<file path="src/hw/inag_pkg.sv">
// constants and types shared by the idle and geometry command handler
`default_nettype none
package inag_pkg;
  // register map, byte addresses of 32-bit words
  localparam logic [7:0]  OFF_FAILURE   = 8'h00;
  localparam logic [7:0]  OFF_COUNT     = 8'h04;
  localparam logic [7:0]  OFF_DRV_HEAD  = 8'h08;
  localparam logic [7:0]  OFF_CMD_STATE = 8'h0c;
  localparam logic [7:0]  OFF_OPCODE    = 8'h10;
  localparam logic [7:0]  OFF_IRQ_STAT  = 8'h14;
  localparam logic [7:0]  OFF_IRQ_MASK  = 8'h18;
  localparam logic [7:0]  OFF_CONFIG    = 8'h1c;
  localparam logic [7:0]  OFF_CAPACITY  = 8'h20;
  localparam logic [7:0]  OFF_ID_INDEX  = 8'h24;
  localparam logic [7:0]  OFF_ID_DATA   = 8'h28;
  localparam logic [7:0]  OFF_GEOM_STAT = 8'h2c;
  // opcodes
  localparam logic [7:0]  OP_IDLE_NOW   = 8'he1;
  localparam logic [7:0]  OP_SET_GEOM   = 8'h91;
  localparam logic [7:0]  OP_MEDIA_RD   = 8'h20;
  localparam logic [7:0]  OP_MEDIA_WR   = 8'h30;
  // status byte, error byte and drive/head fields
  localparam int          BIT_BUSY      = 7;
  localparam int          BIT_READY     = 6;
  localparam int          BIT_FAULT     = 5;
  localparam int          BIT_XFER      = 3;
  localparam int          BIT_ERR_SUM   = 0;
  localparam int          BIT_ABORTED   = 2;
  localparam int          BIT_NO_ID     = 4;
  localparam int          BIT_DRV_SEL   = 4;
  localparam logic [7:0]  ERR_ABORTED   = 8'h04;
  localparam logic [7:0]  ERR_NO_ID     = 8'h10;
  // geometry limits and defaults
  localparam logic [23:0] CHS_LIMIT     = 24'hfbfc10;
  localparam logic [15:0] W54_MAX       = 16'hffff;
  localparam logic [7:0]  MAX_SPT       = 8'h3f;
  localparam logic [15:0] DEF_CYL       = 16'h3fff;
  localparam logic [15:0] DEF_HEADS     = 16'h0010;
  localparam logic [15:0] DEF_SPT       = 16'h003f;
  localparam logic [31:0] DEF_CUR_CAP   = 32'h00fbfc10;
  localparam logic [27:0] CAP_RST       = 28'h0fbfc10;
  localparam logic [4:0]  DIV_STEPS     = 5'h18;
  // identify word numbers
  localparam logic [7:0]  IDW_CYL       = 8'h01;
  localparam logic [7:0]  IDW_HEADS     = 8'h03;
  localparam logic [7:0]  IDW_SPT       = 8'h06;
  localparam logic [7:0]  IDW_VALID     = 8'h35;
  localparam logic [7:0]  IDW_CUR_CYL   = 8'h36;
  localparam logic [7:0]  IDW_CUR_HEAD  = 8'h37;
  localparam logic [7:0]  IDW_CUR_SPT   = 8'h38;
  localparam logic [7:0]  IDW_CAP_LO    = 8'h39;
  localparam logic [7:0]  IDW_CAP_HI    = 8'h3a;
  localparam logic [7:0]  IDW_ADDR_LO   = 8'h3c;
  localparam logic [7:0]  IDW_ADDR_HI   = 8'h3d;
  // interrupt status bits and reset values
  localparam int          IRQ_W         = 3;
  localparam int          IRQ_DONE      = 0;
  localparam int          IRQ_ABORT     = 1;
  localparam int          IRQ_FAULT     = 2;
  localparam logic [2:0]  IRQ_MASK_RST  = 3'h0;
  localparam logic        PM_RST        = 1'b1;
  localparam logic        READY_RST     = 1'b1;

  typedef enum logic [1:0] {
    S_WAIT,
    S_DIVIDE,
    S_FINISH
  } inag_state_e;
endpackage : inag_pkg
`default_nettype wire

</file>
<file path="src/hw/inag_cmd.sv">
// device-side handler for the immediate idle and set-geometry commands
//
// Contract
// - idle done: busy 0, ready 1, others 0
// - no power management: abort idle command
// - either command may abort on failure
// - error done: busy/xfer 0, fault, summary
// - completion keeps drive select bit
// - idle state entered at once
// - geometry opcode 91h, count and head
// - geometry accepted regardless of ready
// - geometry done: busy, fault, xfer, summary 0
// - bad mapping: abort, clear valid, zero words
// - default mapping always supported
// - no mapping: media commands fail no-id
// - fixed words and capacity stay unchanged
// - word55 head plus one, word56 sectors
// - word54 capacity quotient capped at ffff
// - large capacity uses fixed limit dividend
// - words 58:57 product of 54,55,56
`default_nettype none
module inag_cmd
  import inag_pkg::*;
(
  input  wire logic        ref_clk,
  input  wire logic        arst_n,
  input  wire logic [7:0]  reg_addr,
  input  wire logic [31:0] reg_wdata,
  input  wire logic        reg_wr,
  input  wire logic        reg_rd,
  output logic      [31:0] reg_rdata,
  input  wire logic        fault_pin,
  output logic             host_interrupt_line,
  output logic             irq,
  output logic             idle_mode,
  output logic             media_cmd_pulse
);

  logic        rst_a_ff, rst_n;
  logic        flt_s1_ff, flt_s2_ff, flt_s3_ff, fault_lvl_ff, fault_old_ff;
  logic [7:0]  failure_cause_ff, count_parameter_ff, drive_select_head_ff;
  logic        busy_ff, ready_ff, fault_ff, err_sum_ff;
  logic        pm_supported_ff;
  logic [27:0] capacity_ff;
  logic [7:0]  id_index_ff;
  logic [IRQ_W-1:0] irq_stat_ff, irq_mask_ff;
  logic [31:0] rdata_ff;
  logic        host_interrupt_line_ff, idle_ff, media_ff, done_ff;
  inag_state_e state_ff;
  logic [7:0]  res_err_ff;
  logic        res_geom_ff, res_div_ff;
  logic        geom_valid_ff;
  logic [15:0] w54_ff;
  logic [4:0]  w55_ff;
  logic [7:0]  w56_ff;
  logic [31:0] w5857_ff;
  logic [23:0] div_q_ff;
  logic [13:0] div_r_ff;
  logic [12:0] divisor_ff;
  logic [4:0]  div_cnt_ff;

  logic        cmd_wr, geom_ok, start_div;
  logic [7:0]  opcode;
  logic [13:0] rem_sh;
  logic [15:0] nxt_w54;
  logic [31:0] nxt_w5857;
  logic [7:0]  fin_err;
  logic [7:0]  status_byte;
  logic [15:0] id_word;
  logic [23:0] dividend;
  logic [IRQ_W-1:0] irq_events;

  // reset release through two flops
  always_ff @(posedge ref_clk or negedge arst_n) begin
    if (!arst_n) begin
      rst_a_ff <= 1'b0;
      rst_n    <= 1'b0;
    end else begin
      rst_a_ff <= 1'b1;
      rst_n    <= rst_a_ff;
    end
  end

  // fault pin: three flops, level taken when the last two agree
  always_ff @(posedge ref_clk or negedge rst_n) begin
    if (!rst_n) begin
      flt_s1_ff    <= 1'b0;
      flt_s2_ff    <= 1'b0;
      flt_s3_ff    <= 1'b0;
      fault_lvl_ff <= 1'b0;
      fault_old_ff <= 1'b0;
    end else begin
      flt_s1_ff    <= fault_pin;
      flt_s2_ff    <= flt_s1_ff;
      flt_s3_ff    <= flt_s2_ff;
      fault_old_ff <= fault_lvl_ff;
      if (flt_s2_ff == flt_s3_ff) begin
        fault_lvl_ff <= flt_s3_ff;
      end
    end
  end

  assign opcode    = reg_wdata[7:0];
  assign cmd_wr    = reg_wr && (reg_addr == OFF_OPCODE) && !busy_ff;
  // any sector count 1..63 with any top head is a supported mapping
  assign geom_ok   = (count_parameter_ff != 8'h00) && (count_parameter_ff <= MAX_SPT);
  assign start_div = cmd_wr && (opcode == OP_SET_GEOM) && geom_ok;
  assign dividend  = (capacity_ff > {4'h0, CHS_LIMIT}) ? CHS_LIMIT : capacity_ff[23:0];

  // software-owned registers; writes are ignored while a command runs
  always_ff @(posedge ref_clk or negedge rst_n) begin
    if (!rst_n) begin
      count_parameter_ff   <= 8'h00;
      drive_select_head_ff <= 8'h00;
      pm_supported_ff      <= PM_RST;
      capacity_ff          <= CAP_RST;
      id_index_ff          <= 8'h00;
      irq_mask_ff          <= IRQ_MASK_RST;
    end else if (reg_wr && !busy_ff) begin
      case (reg_addr)
        OFF_COUNT:    count_parameter_ff   <= reg_wdata[7:0];
        OFF_DRV_HEAD: drive_select_head_ff <= reg_wdata[7:0];
        OFF_CONFIG:   pm_supported_ff      <= reg_wdata[0];
        OFF_CAPACITY: capacity_ff          <= reg_wdata[27:0];
        OFF_ID_INDEX: id_index_ff          <= reg_wdata[7:0];
        OFF_IRQ_MASK: irq_mask_ff          <= reg_wdata[IRQ_W-1:0];
        default:      ;
      endcase
    end
  end

  // divider: capped capacity over heads times sectors, one bit a cycle
  assign rem_sh = {div_r_ff[12:0], div_q_ff[23]};
  always_ff @(posedge ref_clk or negedge rst_n) begin
    if (!rst_n) begin
      div_q_ff   <= 24'h000000;
      div_r_ff   <= 14'h0000;
      divisor_ff <= 13'h0001;
      div_cnt_ff <= 5'h00;
    end else if (start_div) begin
      div_q_ff   <= dividend;
      div_r_ff   <= 14'h0000;
      divisor_ff <= {8'h00, drive_select_head_ff[3:0] + 5'h01} * {5'h00, count_parameter_ff};
      div_cnt_ff <= DIV_STEPS;
    end else if (state_ff == S_DIVIDE) begin
      div_cnt_ff <= div_cnt_ff - 5'h01;
      if (rem_sh >= {1'b0, divisor_ff}) begin
        div_r_ff <= rem_sh - {1'b0, divisor_ff};
        div_q_ff <= {div_q_ff[22:0], 1'b1};
      end else begin
        div_r_ff <= rem_sh;
        div_q_ff <= {div_q_ff[22:0], 1'b0};
      end
    end
  end

  assign nxt_w54   = (div_q_ff > {8'h00, W54_MAX}) ? W54_MAX : div_q_ff[15:0];
  assign nxt_w5857 = {16'h0000, nxt_w54} * {27'h0000000, w55_ff} * {24'h000000, w56_ff};
  // a device fault turns any completion into an aborted one
  assign fin_err   = res_err_ff | (fault_lvl_ff ? ERR_ABORTED : 8'h00);

  // command sequencer, task-file flags and identify geometry words
  always_ff @(posedge ref_clk or negedge rst_n) begin
    if (!rst_n) begin
      state_ff         <= S_WAIT;
      busy_ff          <= 1'b0;
      ready_ff         <= READY_RST;
      fault_ff         <= 1'b0;
      err_sum_ff       <= 1'b0;
      failure_cause_ff <= 8'h00;
      res_err_ff       <= 8'h00;
      res_geom_ff      <= 1'b0;
      res_div_ff       <= 1'b0;
      idle_ff          <= 1'b0;
      media_ff         <= 1'b0;
      done_ff          <= 1'b0;
      geom_valid_ff    <= 1'b1;
      w54_ff           <= DEF_CYL;
      w55_ff           <= DEF_HEADS[4:0];
      w56_ff           <= DEF_SPT[7:0];
      w5857_ff         <= DEF_CUR_CAP;
    end else begin
      media_ff <= 1'b0;
      done_ff  <= 1'b0;
      case (state_ff)
        S_WAIT: begin
          // set-geometry does not look at the ready flag
          if (cmd_wr) begin
            busy_ff          <= 1'b1;
            failure_cause_ff <= 8'h00;
            res_err_ff       <= 8'h00;
            res_geom_ff      <= 1'b0;
            res_div_ff       <= 1'b0;
            state_ff         <= S_FINISH;
            case (opcode)
              OP_IDLE_NOW: begin
                if (!pm_supported_ff) begin
                  res_err_ff <= ERR_ABORTED;
                end else begin
                  idle_ff <= 1'b1;
                end
              end
              OP_SET_GEOM: begin
                res_geom_ff <= 1'b1;
                if (geom_ok) begin
                  w55_ff     <= drive_select_head_ff[3:0] + 5'h01;
                  w56_ff     <= count_parameter_ff;
                  res_div_ff <= 1'b1;
                  state_ff   <= S_DIVIDE;
                end else begin
                  res_err_ff    <= ERR_ABORTED;
                  geom_valid_ff <= 1'b0;
                  w54_ff        <= 16'h0000;
                  w55_ff        <= 5'h00;
                  w56_ff        <= 8'h00;
                  w5857_ff      <= 32'h00000000;
                end
              end
              OP_MEDIA_RD, OP_MEDIA_WR: begin
                if (!geom_valid_ff) begin
                  res_err_ff <= ERR_NO_ID | ERR_ABORTED;
                end else begin
                  idle_ff  <= 1'b0;
                  media_ff <= 1'b1;
                end
              end
              default: res_err_ff <= ERR_ABORTED;
            endcase
          end
        end
        S_DIVIDE: begin
          if (div_cnt_ff == 5'h01) begin
            state_ff <= S_FINISH;
          end
        end
        S_FINISH: begin
          // drive/head register is left as the host wrote it
          busy_ff          <= 1'b0;
          fault_ff         <= fault_lvl_ff;
          failure_cause_ff <= fin_err;
          err_sum_ff       <= |fin_err;
          done_ff          <= 1'b1;
          if (!res_geom_ff) begin
            ready_ff <= 1'b1;
          end
          if (res_div_ff && (fin_err == 8'h00)) begin
            geom_valid_ff <= 1'b1;
            w54_ff        <= nxt_w54;
            w5857_ff      <= nxt_w5857;
          end
          state_ff <= S_WAIT;
        end
        default: state_ff <= S_WAIT;
      endcase
    end
  end

  // status byte: no data phase, so the transfer request bit stays zero
  assign status_byte = {busy_ff, ready_ff, fault_ff, 1'b0, 1'b0, 2'b00, err_sum_ff};

  // identify words; fixed words and capacity never change here
  always_comb begin
    case (id_index_ff)
      IDW_CYL:      id_word = DEF_CYL;
      IDW_HEADS:    id_word = DEF_HEADS;
      IDW_SPT:      id_word = DEF_SPT;
      IDW_VALID:    id_word = {15'h0000, geom_valid_ff};
      IDW_CUR_CYL:  id_word = w54_ff;
      IDW_CUR_HEAD: id_word = {11'h000, w55_ff};
      IDW_CUR_SPT:  id_word = {8'h00, w56_ff};
      IDW_CAP_LO:   id_word = w5857_ff[15:0];
      IDW_CAP_HI:   id_word = w5857_ff[31:16];
      IDW_ADDR_LO:  id_word = capacity_ff[15:0];
      IDW_ADDR_HI:  id_word = {4'h0, capacity_ff[27:16]};
      default:      id_word = 16'h0000;
    endcase
  end

  // interrupt status: set wins over a write-one clear
  assign irq_events = {fault_lvl_ff && !fault_old_ff, done_ff && err_sum_ff, done_ff};
  always_ff @(posedge ref_clk or negedge rst_n) begin
    if (!rst_n) begin
      irq_stat_ff <= '0;
    end else if (reg_wr && (reg_addr == OFF_IRQ_STAT)) begin
      irq_stat_ff <= (irq_stat_ff & ~reg_wdata[IRQ_W-1:0]) | irq_events;
    end else begin
      irq_stat_ff <= irq_stat_ff | irq_events;
    end
  end

  // task-file interrupt: raised at completion, dropped by a status read or a new command
  always_ff @(posedge ref_clk or negedge rst_n) begin
    if (!rst_n) begin
      host_interrupt_line_ff <= 1'b0;
    end else if (done_ff) begin
      host_interrupt_line_ff <= 1'b1;
    end else if ((reg_rd && (reg_addr == OFF_CMD_STATE)) || cmd_wr) begin
      host_interrupt_line_ff <= 1'b0;
    end
  end

  // read data stands in the cycle after the strobe only
  always_ff @(posedge ref_clk or negedge rst_n) begin
    if (!rst_n) begin
      rdata_ff <= 32'h00000000;
    end else if (reg_rd) begin
      case (reg_addr)
        OFF_FAILURE:   rdata_ff <= {24'h000000, failure_cause_ff};
        OFF_COUNT:     rdata_ff <= {24'h000000, count_parameter_ff};
        OFF_DRV_HEAD:  rdata_ff <= {24'h000000, drive_select_head_ff};
        OFF_CMD_STATE: rdata_ff <= {24'h000000, status_byte};
        OFF_IRQ_STAT:  rdata_ff <= {29'h00000000, irq_stat_ff};
        OFF_IRQ_MASK:  rdata_ff <= {29'h00000000, irq_mask_ff};
        OFF_CONFIG:    rdata_ff <= {31'h00000000, pm_supported_ff};
        OFF_CAPACITY:  rdata_ff <= {4'h0, capacity_ff};
        OFF_ID_INDEX:  rdata_ff <= {24'h000000, id_index_ff};
        OFF_ID_DATA:   rdata_ff <= {16'h0000, id_word};
        OFF_GEOM_STAT: rdata_ff <= {30'h00000000, idle_ff, geom_valid_ff};
        default:       rdata_ff <= 32'h00000000;
      endcase
    end else begin
      rdata_ff <= 32'h00000000;
    end
  end

  assign reg_rdata           = rdata_ff;
  assign host_interrupt_line = host_interrupt_line_ff;
  assign irq                 = |(irq_stat_ff & irq_mask_ff);
  assign idle_mode           = idle_ff;
  assign media_cmd_pulse     = media_ff;
endmodule : inag_cmd
`default_nettype wire

</file>
<file path="config.mk">
export PLATFORM = sky130hd
export DESIGN_NAME = inag_cmd
export DESIGN_NICKNAME = d
export VERILOG_FILES = /design/src/hw/inag_pkg.sv /design/src/hw/inag_cmd.sv
export SDC_FILE = /design/constraint.sdc
export NUM_CORES = 1
export LEC_CHECK = 0
export BUFFER_PORTS_ARGS = -buffer_cell sky130_fd_sc_hd__buf_2
export CORE_MARGIN = 2
export CORE_UTILIZATION = 55
export DETAILED_ROUTE_END_ITERATION = 10
export GPL_TIMING_DRIVEN = 0
export PLACE_DENSITY = 0.75
export SLEW_MARGIN = 20
export SYNTH_ARGS = -nofsm -noshare
export SYNTH_HDL_FRONTEND = slang
export SYNTH_SLANG_ARGS = --single-unit
</file>
<file path="constraint.sdc">
create_clock -name ref_clk -period 9 [get_ports ref_clk]
set_input_delay 1.35 -clock ref_clk [delete_from_list [all_inputs] [get_ports ref_clk]]
set_output_delay 1.35 -clock ref_clk [all_outputs]
set_load 0.1 [all_outputs]
</file>
; ---- After elaboration in Yosys (flattened, before gate mapping)
; Index checks and enable logic that the tools add are counted.
[totals]
mem_count = 0
ff_bits = 241
latch_bits = 0
rom_bits = 0
mem_bits_rw = 0
out_inout_bits = 36
input_bits = 45
elab_cells = 182
[classes]
n_reduce_logical = 37
addsub = 3
n_shift = 0
eq_ne = 37
muxes = 57
div_mod_pow = 0
n_bitwise = 6
multipliers = 3
order_cmp = 4
[op_table]
columns = op, count
row1 = $pmux W28 S11, 1
row2 = $pmux W16 S11, 1
row3 = $mux W32, 5
row4 = $eq A8 B6 Y1 const B, 14
row5 = $mux W16, 5
row6 = $mux W24, 3
row7 = $pmux W32 S2, 1
row8 = $mux W13, 3
row9 = $eq A8 B5 Y1 const B, 4
row10 = $pmux W16 S2, 1
row11 = $mul A21 B8 Y29, 1
row12 = $gt A28 B24 Y1 const B, 1
row13 = $gt A24 B16 Y1 const B, 1
row14 = $pmux W8 S3, 1
row15 = $mul A16 B5 Y21, 1
row16 = $mux W5, 4
row17 = $reduce_and A2 Y1, 9
row18 = $mux W1, 17
row19 = $eq A8 B3 Y1 const B, 2
row20 = $eq A8 B4 Y1 const B, 2
row21 = $eq A8 B8 Y1 const B, 2
row22 = $logic_not A8 Y1, 2
row23 = $mux W8, 2
row24 = $pmux W8 S2, 1
row25 = 33 further kinds, 63

; ---- Logic depth before layout (Yosys ltp)
[depth]
ltp_word = 6
mapped_depth = 35

; ---- Worst setup path after synthesis
; Ideal clock, no wire load.
[synth_path]
kind = register -> register
startpoint = reg div_q_ff[23]
endpoint = reg w5857_ff[26]
t_arrival_ns = 8.751
stages_incl_launch_ff = 34
synth_period_minus_slack_ns = 8.820
n_path_buf = 3
path_slack_ns = 0.180
setup_ns = 0.069
path_cell_list = dfrtp_1 > nor4_1 > nand2_1 > clkbuf_1 > clkbuf_1 > o21ai_0 > fa_1 > fa_1 > fa_1 > inv_1 > ha_1 > nor2b_1 > o21ai_0 > a221oi_1 > o211ai_1 > a31oi_1 > a31oi_1 > o211a_1 > nor2b_1 > fa_1 > fa_1 > fa_1 > inv_1 > fa_1 > inv_1 > ha_1 > clkbuf_1 > nand2_1 > or3_1 > nor3_1 > nor4_1 > or3_1 > a211o_1 > nand3_1
[synth_between]
elab_chain_len = 6
[synth_rtl]
columns = item, line_no
row1 = from (decl), inag_cmd.sv:57  ; logic [23:0] div_q_ff;
row2 = from (signal assigned), inag_cmd.sv:141  ; div_q_ff <= dividend;
row3 = from (signal assigned), inag_cmd.sv:149  ; div_q_ff <= {div_q_ff[22:0], 1'b1};
row4 = from (signal assigned), inag_cmd.sv:152  ; div_q_ff <= {div_q_ff[22:0], 1'b0};
row5 = $gt A24 B16 Y1, inag_cmd.sv:157  ; assign nxt_w54 = (div_q_ff > {8'h00, W54_MAX}) ? W54_MAX : div_q_ff[15:0];
row6 = $mux W16, inag_cmd.sv:157
row7 = $mul A16 B5 Y21, inag_cmd.sv:158  ; assign nxt_w5857 = {16'h0000, nxt_w54} * {27'h0000000, w55_ff} * {24'h000000, w56_ff};
row8 = $mul A21 B8 Y29, inag_cmd.sv:158
row9 = $mux W32, inag_cmd.sv:246  ; if (res_div_ff && (fin_err == 8'h00)) begin
row10 = $pmux W32 S2, inag_cmd.sv:185  ; case (state_ff)
row11 = to (signal assigned), inag_cmd.sv:249  ; w5857_ff <= nxt_w5857;
row12 = to (decl), inag_cmd.sv:56  ; logic [31:0] w5857_ff;
; No other way between the ends. The select of a mux whose other input is x is not followed.
; A chain may end at the register's enable or synchronous reset.

; ---- Final worst setup path
[layout_path]
startpoint = reg div_q_ff[22]
endpoint = reg w5857_ff[27]
; The elaborated chain is that of the path after synthesis.

==> flow_metrics.env <==
export IMPL_synthArstFlopShare_pct=100
export IMPL_die_w_um=195
export IMPL_synth_cell_type_count=80
export IMPL_synth_most_common_cell="nand2_1"
export IMPL_maxSlewViolCount=0
export IMPL_fin_skew_ns=0.0165
export IMPL_gp_congestion=0.954
export IMPL_wl_um=64700
export IMPL_antenna_found_initial=3
export IMPL_synthTopCellsByCount="282 x nand2_1, 220 x inv_1, 175 x fa_1"
export IMPL_drt_pass1_iterations=7
export IMPL_vias=17600
export IMPL_crit_type="flop to flop"
export IMPL_hold_path_class="flop to flop"
export IMPL_place_inst=2724
export IMPL_numCtsBuffers=23
export IMPL_hold_violations=0
export IMPL_peakVddDrop_mv=0.203
export IMPL_power_density_mw_per_mm2=137
export IMPL_cts_tree="done"
export IMPL_fin_ws_ns=0.0848
export IMPL_ys_warn_count=0
export IMPL_clockBufferDepth=3
export IMPL_drv_cap=0
export IMPL_rsz0062_at_grt="true"
export IMPL_dp_hpwl_um=47800
export IMPL_nets=2690
export IMPL_coreArea_sq_mm=0.0363
export IMPL_synthToLayoutAreaGrowth_pct=17.0
export IMPL_syn_area_sq_mm=0.0201
export IMPL_clockRootBuffer="clkbuf_16"
export IMPL_clock_sinks=222
export IMPL_cp_common_cell="fa_1"
export IMPL_io_buffers=69
export IMPL_synth_edf_count=0
export IMPL_max_freq_ghz=0.112
export IMPL_grt_pass1_vias=17400
export IMPL_crit_path_end_kind="flop"
export IMPL_fin_util_pct=64.8
export IMPL_slowest_stage="fa_1"
export IMPL_clkTransAtPathRegs_ns=0.06
export IMPL_cp_max_fo=7
export IMPL_cp_arrival_ns=9.31
export IMPL_startpoint_type="flop"
export IMPL_synth_seq_cells=222
export IMPL_wl_per_cell_um=22.8
export IMPL_p_total_w=0.00324
export IMPL_pre_cts_slack_ns=-1.40
export IMPL_fin_tns_setup_ns=0
export IMPL_first_iter_violations=1673
export IMPL_power_leakage_nw=11.1
export IMPL_htree_levels=1
export IMPL_synth_area_leaders="dfrtp_1 21%, fa_1 17%, ha_1 7.1%"
export IMPL_min_period_ns=8.92
export IMPL_rows=70
export IMPL_synth_top_area_share_pct=21.1
export IMPL_slew_headroom_pct=34.8
export IMPL_stdcell_count=2841
export IMPL_ys_seq_area_share_pct=27.9
export IMPL_drive_gt1_share_pct=21.0
export IMPL_initial_core_util_pct=55.4
export IMPL_status="complete, no violations"
export IMPL_dieArea_sq_mm=0.0381
export IMPL_die_h_um=195
export IMPL_ys_flop_type="dfrtp_1"
export IMPL_fin_crit_sh_pct=99.1
export IMPL_ios=81
export IMPL_ant_nets=0
export IMPL_overflow=0
export IMPL_grt_pass1_wl_um=98400
export IMPL_grt_util_all_layers_pct=33.1
export IMPL_synth_top_area_cell="dfrtp_1"
export IMPL_tightest_slew_ns=0.976
export IMPL_drc=0
export IMPL_synthCells=2181
export IMPL_final_setup_viol_count=0
export IMPL_vias_per_cell=6.19
export IMPL_cpPeakStageDelay_ns=0.57
export IMPL_grt_max_degree=61
export IMPL_syn_area_per_cell_sq_um=9.23
export IMPL_clk_insertion_delay_late_ns=0.53
export IMPL_cp_data_required_time_ns=9.40
==> power by group <==
group / switching (W) / leakage, nW / internal, W / total (W)
logic: 0.000607 / 8.05 / 0.000394 / 0.00100
clock network: 0.000409 / 0.373 / 0.000564 / 0.000973
registers: 0.000154 / 2.68 / 0.00111 / 0.00126
total: 0.00117 / 11.1 / 0.00207 / 0.00324
==> metrics by stage <==
| stage | hold WS, ns | cell area [sq um] |
|---|---|---|
| 2_1_floorplan | 0.331 | 20100 |
| 3_3_place_gp | 0.333 | 21100 |
| 3_5_place_dp | 0.340 | 21200 |
| 4_1_cts | 0.355 | 22600 |
| 5_1_grt | 0.365 | 23600 |
| 6_report | 0.351 | 23600 |
==> placed cells by master (no fill, tap or decap), types with 76 or more instances in the layout <==
master	instances
nand2_1	276
inv_1	215
fa_1	172
dfrtp_1	169
o21ai_0	128
and2_1	112
ha_1	94
nor2_1	91
buf_2	80
clkbuf_1	78
nor2b_1	77
buf_4	76
==> final cells by class <==
type	count	area (sq um)
Antenna cell	1	2.50
Buffer	99	479
Clock buffer	34	657
Clock inverter	8	97.6
Fill cell	2818	12800
Inverter	221	830
Multi-Input combinational cell	1637	14200
Sequential cell	222	5620
Tap cell	468	586
Timing Repair Buffer	151	1070
==> path summary, 6_finish.rpt <==
path / from / end / slack [ns] / depth (start not counted)
max in group asynchronous: rst_n$_DFF_PN0_ / capacity_ff[19]$_DFFE_PN1P_ / 7.47 / 2
min reg2reg: flt_s1_ff$_DFF_PN0_ / flt_s2_ff$_DFF_PN0_ / 0.35 / 0
min in group asynchronous: rst_n$_DFF_PN0_ / flt_s2_ff$_DFF_PN0_ / 0.40 / 0
max: div_q_ff[22]$_DFFE_PN0P_ / w5857_ff[27]$_DFFE_PN0P_ / 0.08 / 35
min: flt_s1_ff$_DFF_PN0_ / flt_s2_ff$_DFF_PN0_ / 0.35 / 0
max reg2reg: div_q_ff[22]$_DFFE_PN0P_ / w5857_ff[27]$_DFFE_PN0P_ / 0.08 / 35
==> registers in the layout, summed over array words and instances, names as in the netlist, 8 cells and up <==
register	flops
w54_ff	16
drive_select_head_ff	8
reg_rdata	28
id_index_ff	8
capacity_ff	28
w5857_ff	29
divisor_ff	13
count_parameter_ff	8
w56_ff	8
div_q_ff	24
div_r_ff	13
==> metal layers <==
layer	GRT usage, %	vias to the layer above	share of wire, %
met3	7.84	191	10
met5	0	-	0
met4	10.3	0	3.9
met2	51.7	993	45
met1	46.1	8746	41
li1	-	7665	-
==> cells by family (layout without fill, tap and decap cells) <==
logic type | count (synthesis) | count (layout) | synth area share, %
xor+xnor | 54 | 54 | 2.35
mux | 111 | 111 | 5.97
compound gates | 429 | 429 | 14.2
fa+ha+maj | 291 | 291 | 24.6
simple gates | 747 | 747 | 18.5
other cells | 2 | 6 | 0.0373
buf+inv | 325 | 513 | 6.35
flops | 222 | 222 | 27.9
==> critical path: cells and delay by family, from the launching register on <==
| family | cells | cell delay, ns |
|---|---|---|
| fa+ha+maj | 9 | 4.29 |
| simple gates | 9 | 1.71 |
| compound gates | 8 | 1.06 |
| buf+inv | 7 | 0.77 |
| xor+xnor | 2 | 0.55 |
| flops | 1 | 0.40 |
==> repair_timing <==
| action | in CTS | in global routing |
|---|---|---|
| buffers inserted | 19 | 60 |
| resized for setup | 99 | 116 |
| cloned | 1 | 0 |
| hold buffers | 0 | 0 |
| pin swaps | 24 | 105 |
| setup endpoints to repair | 16 | 15 |
Power figures use the tool's default switching activity.
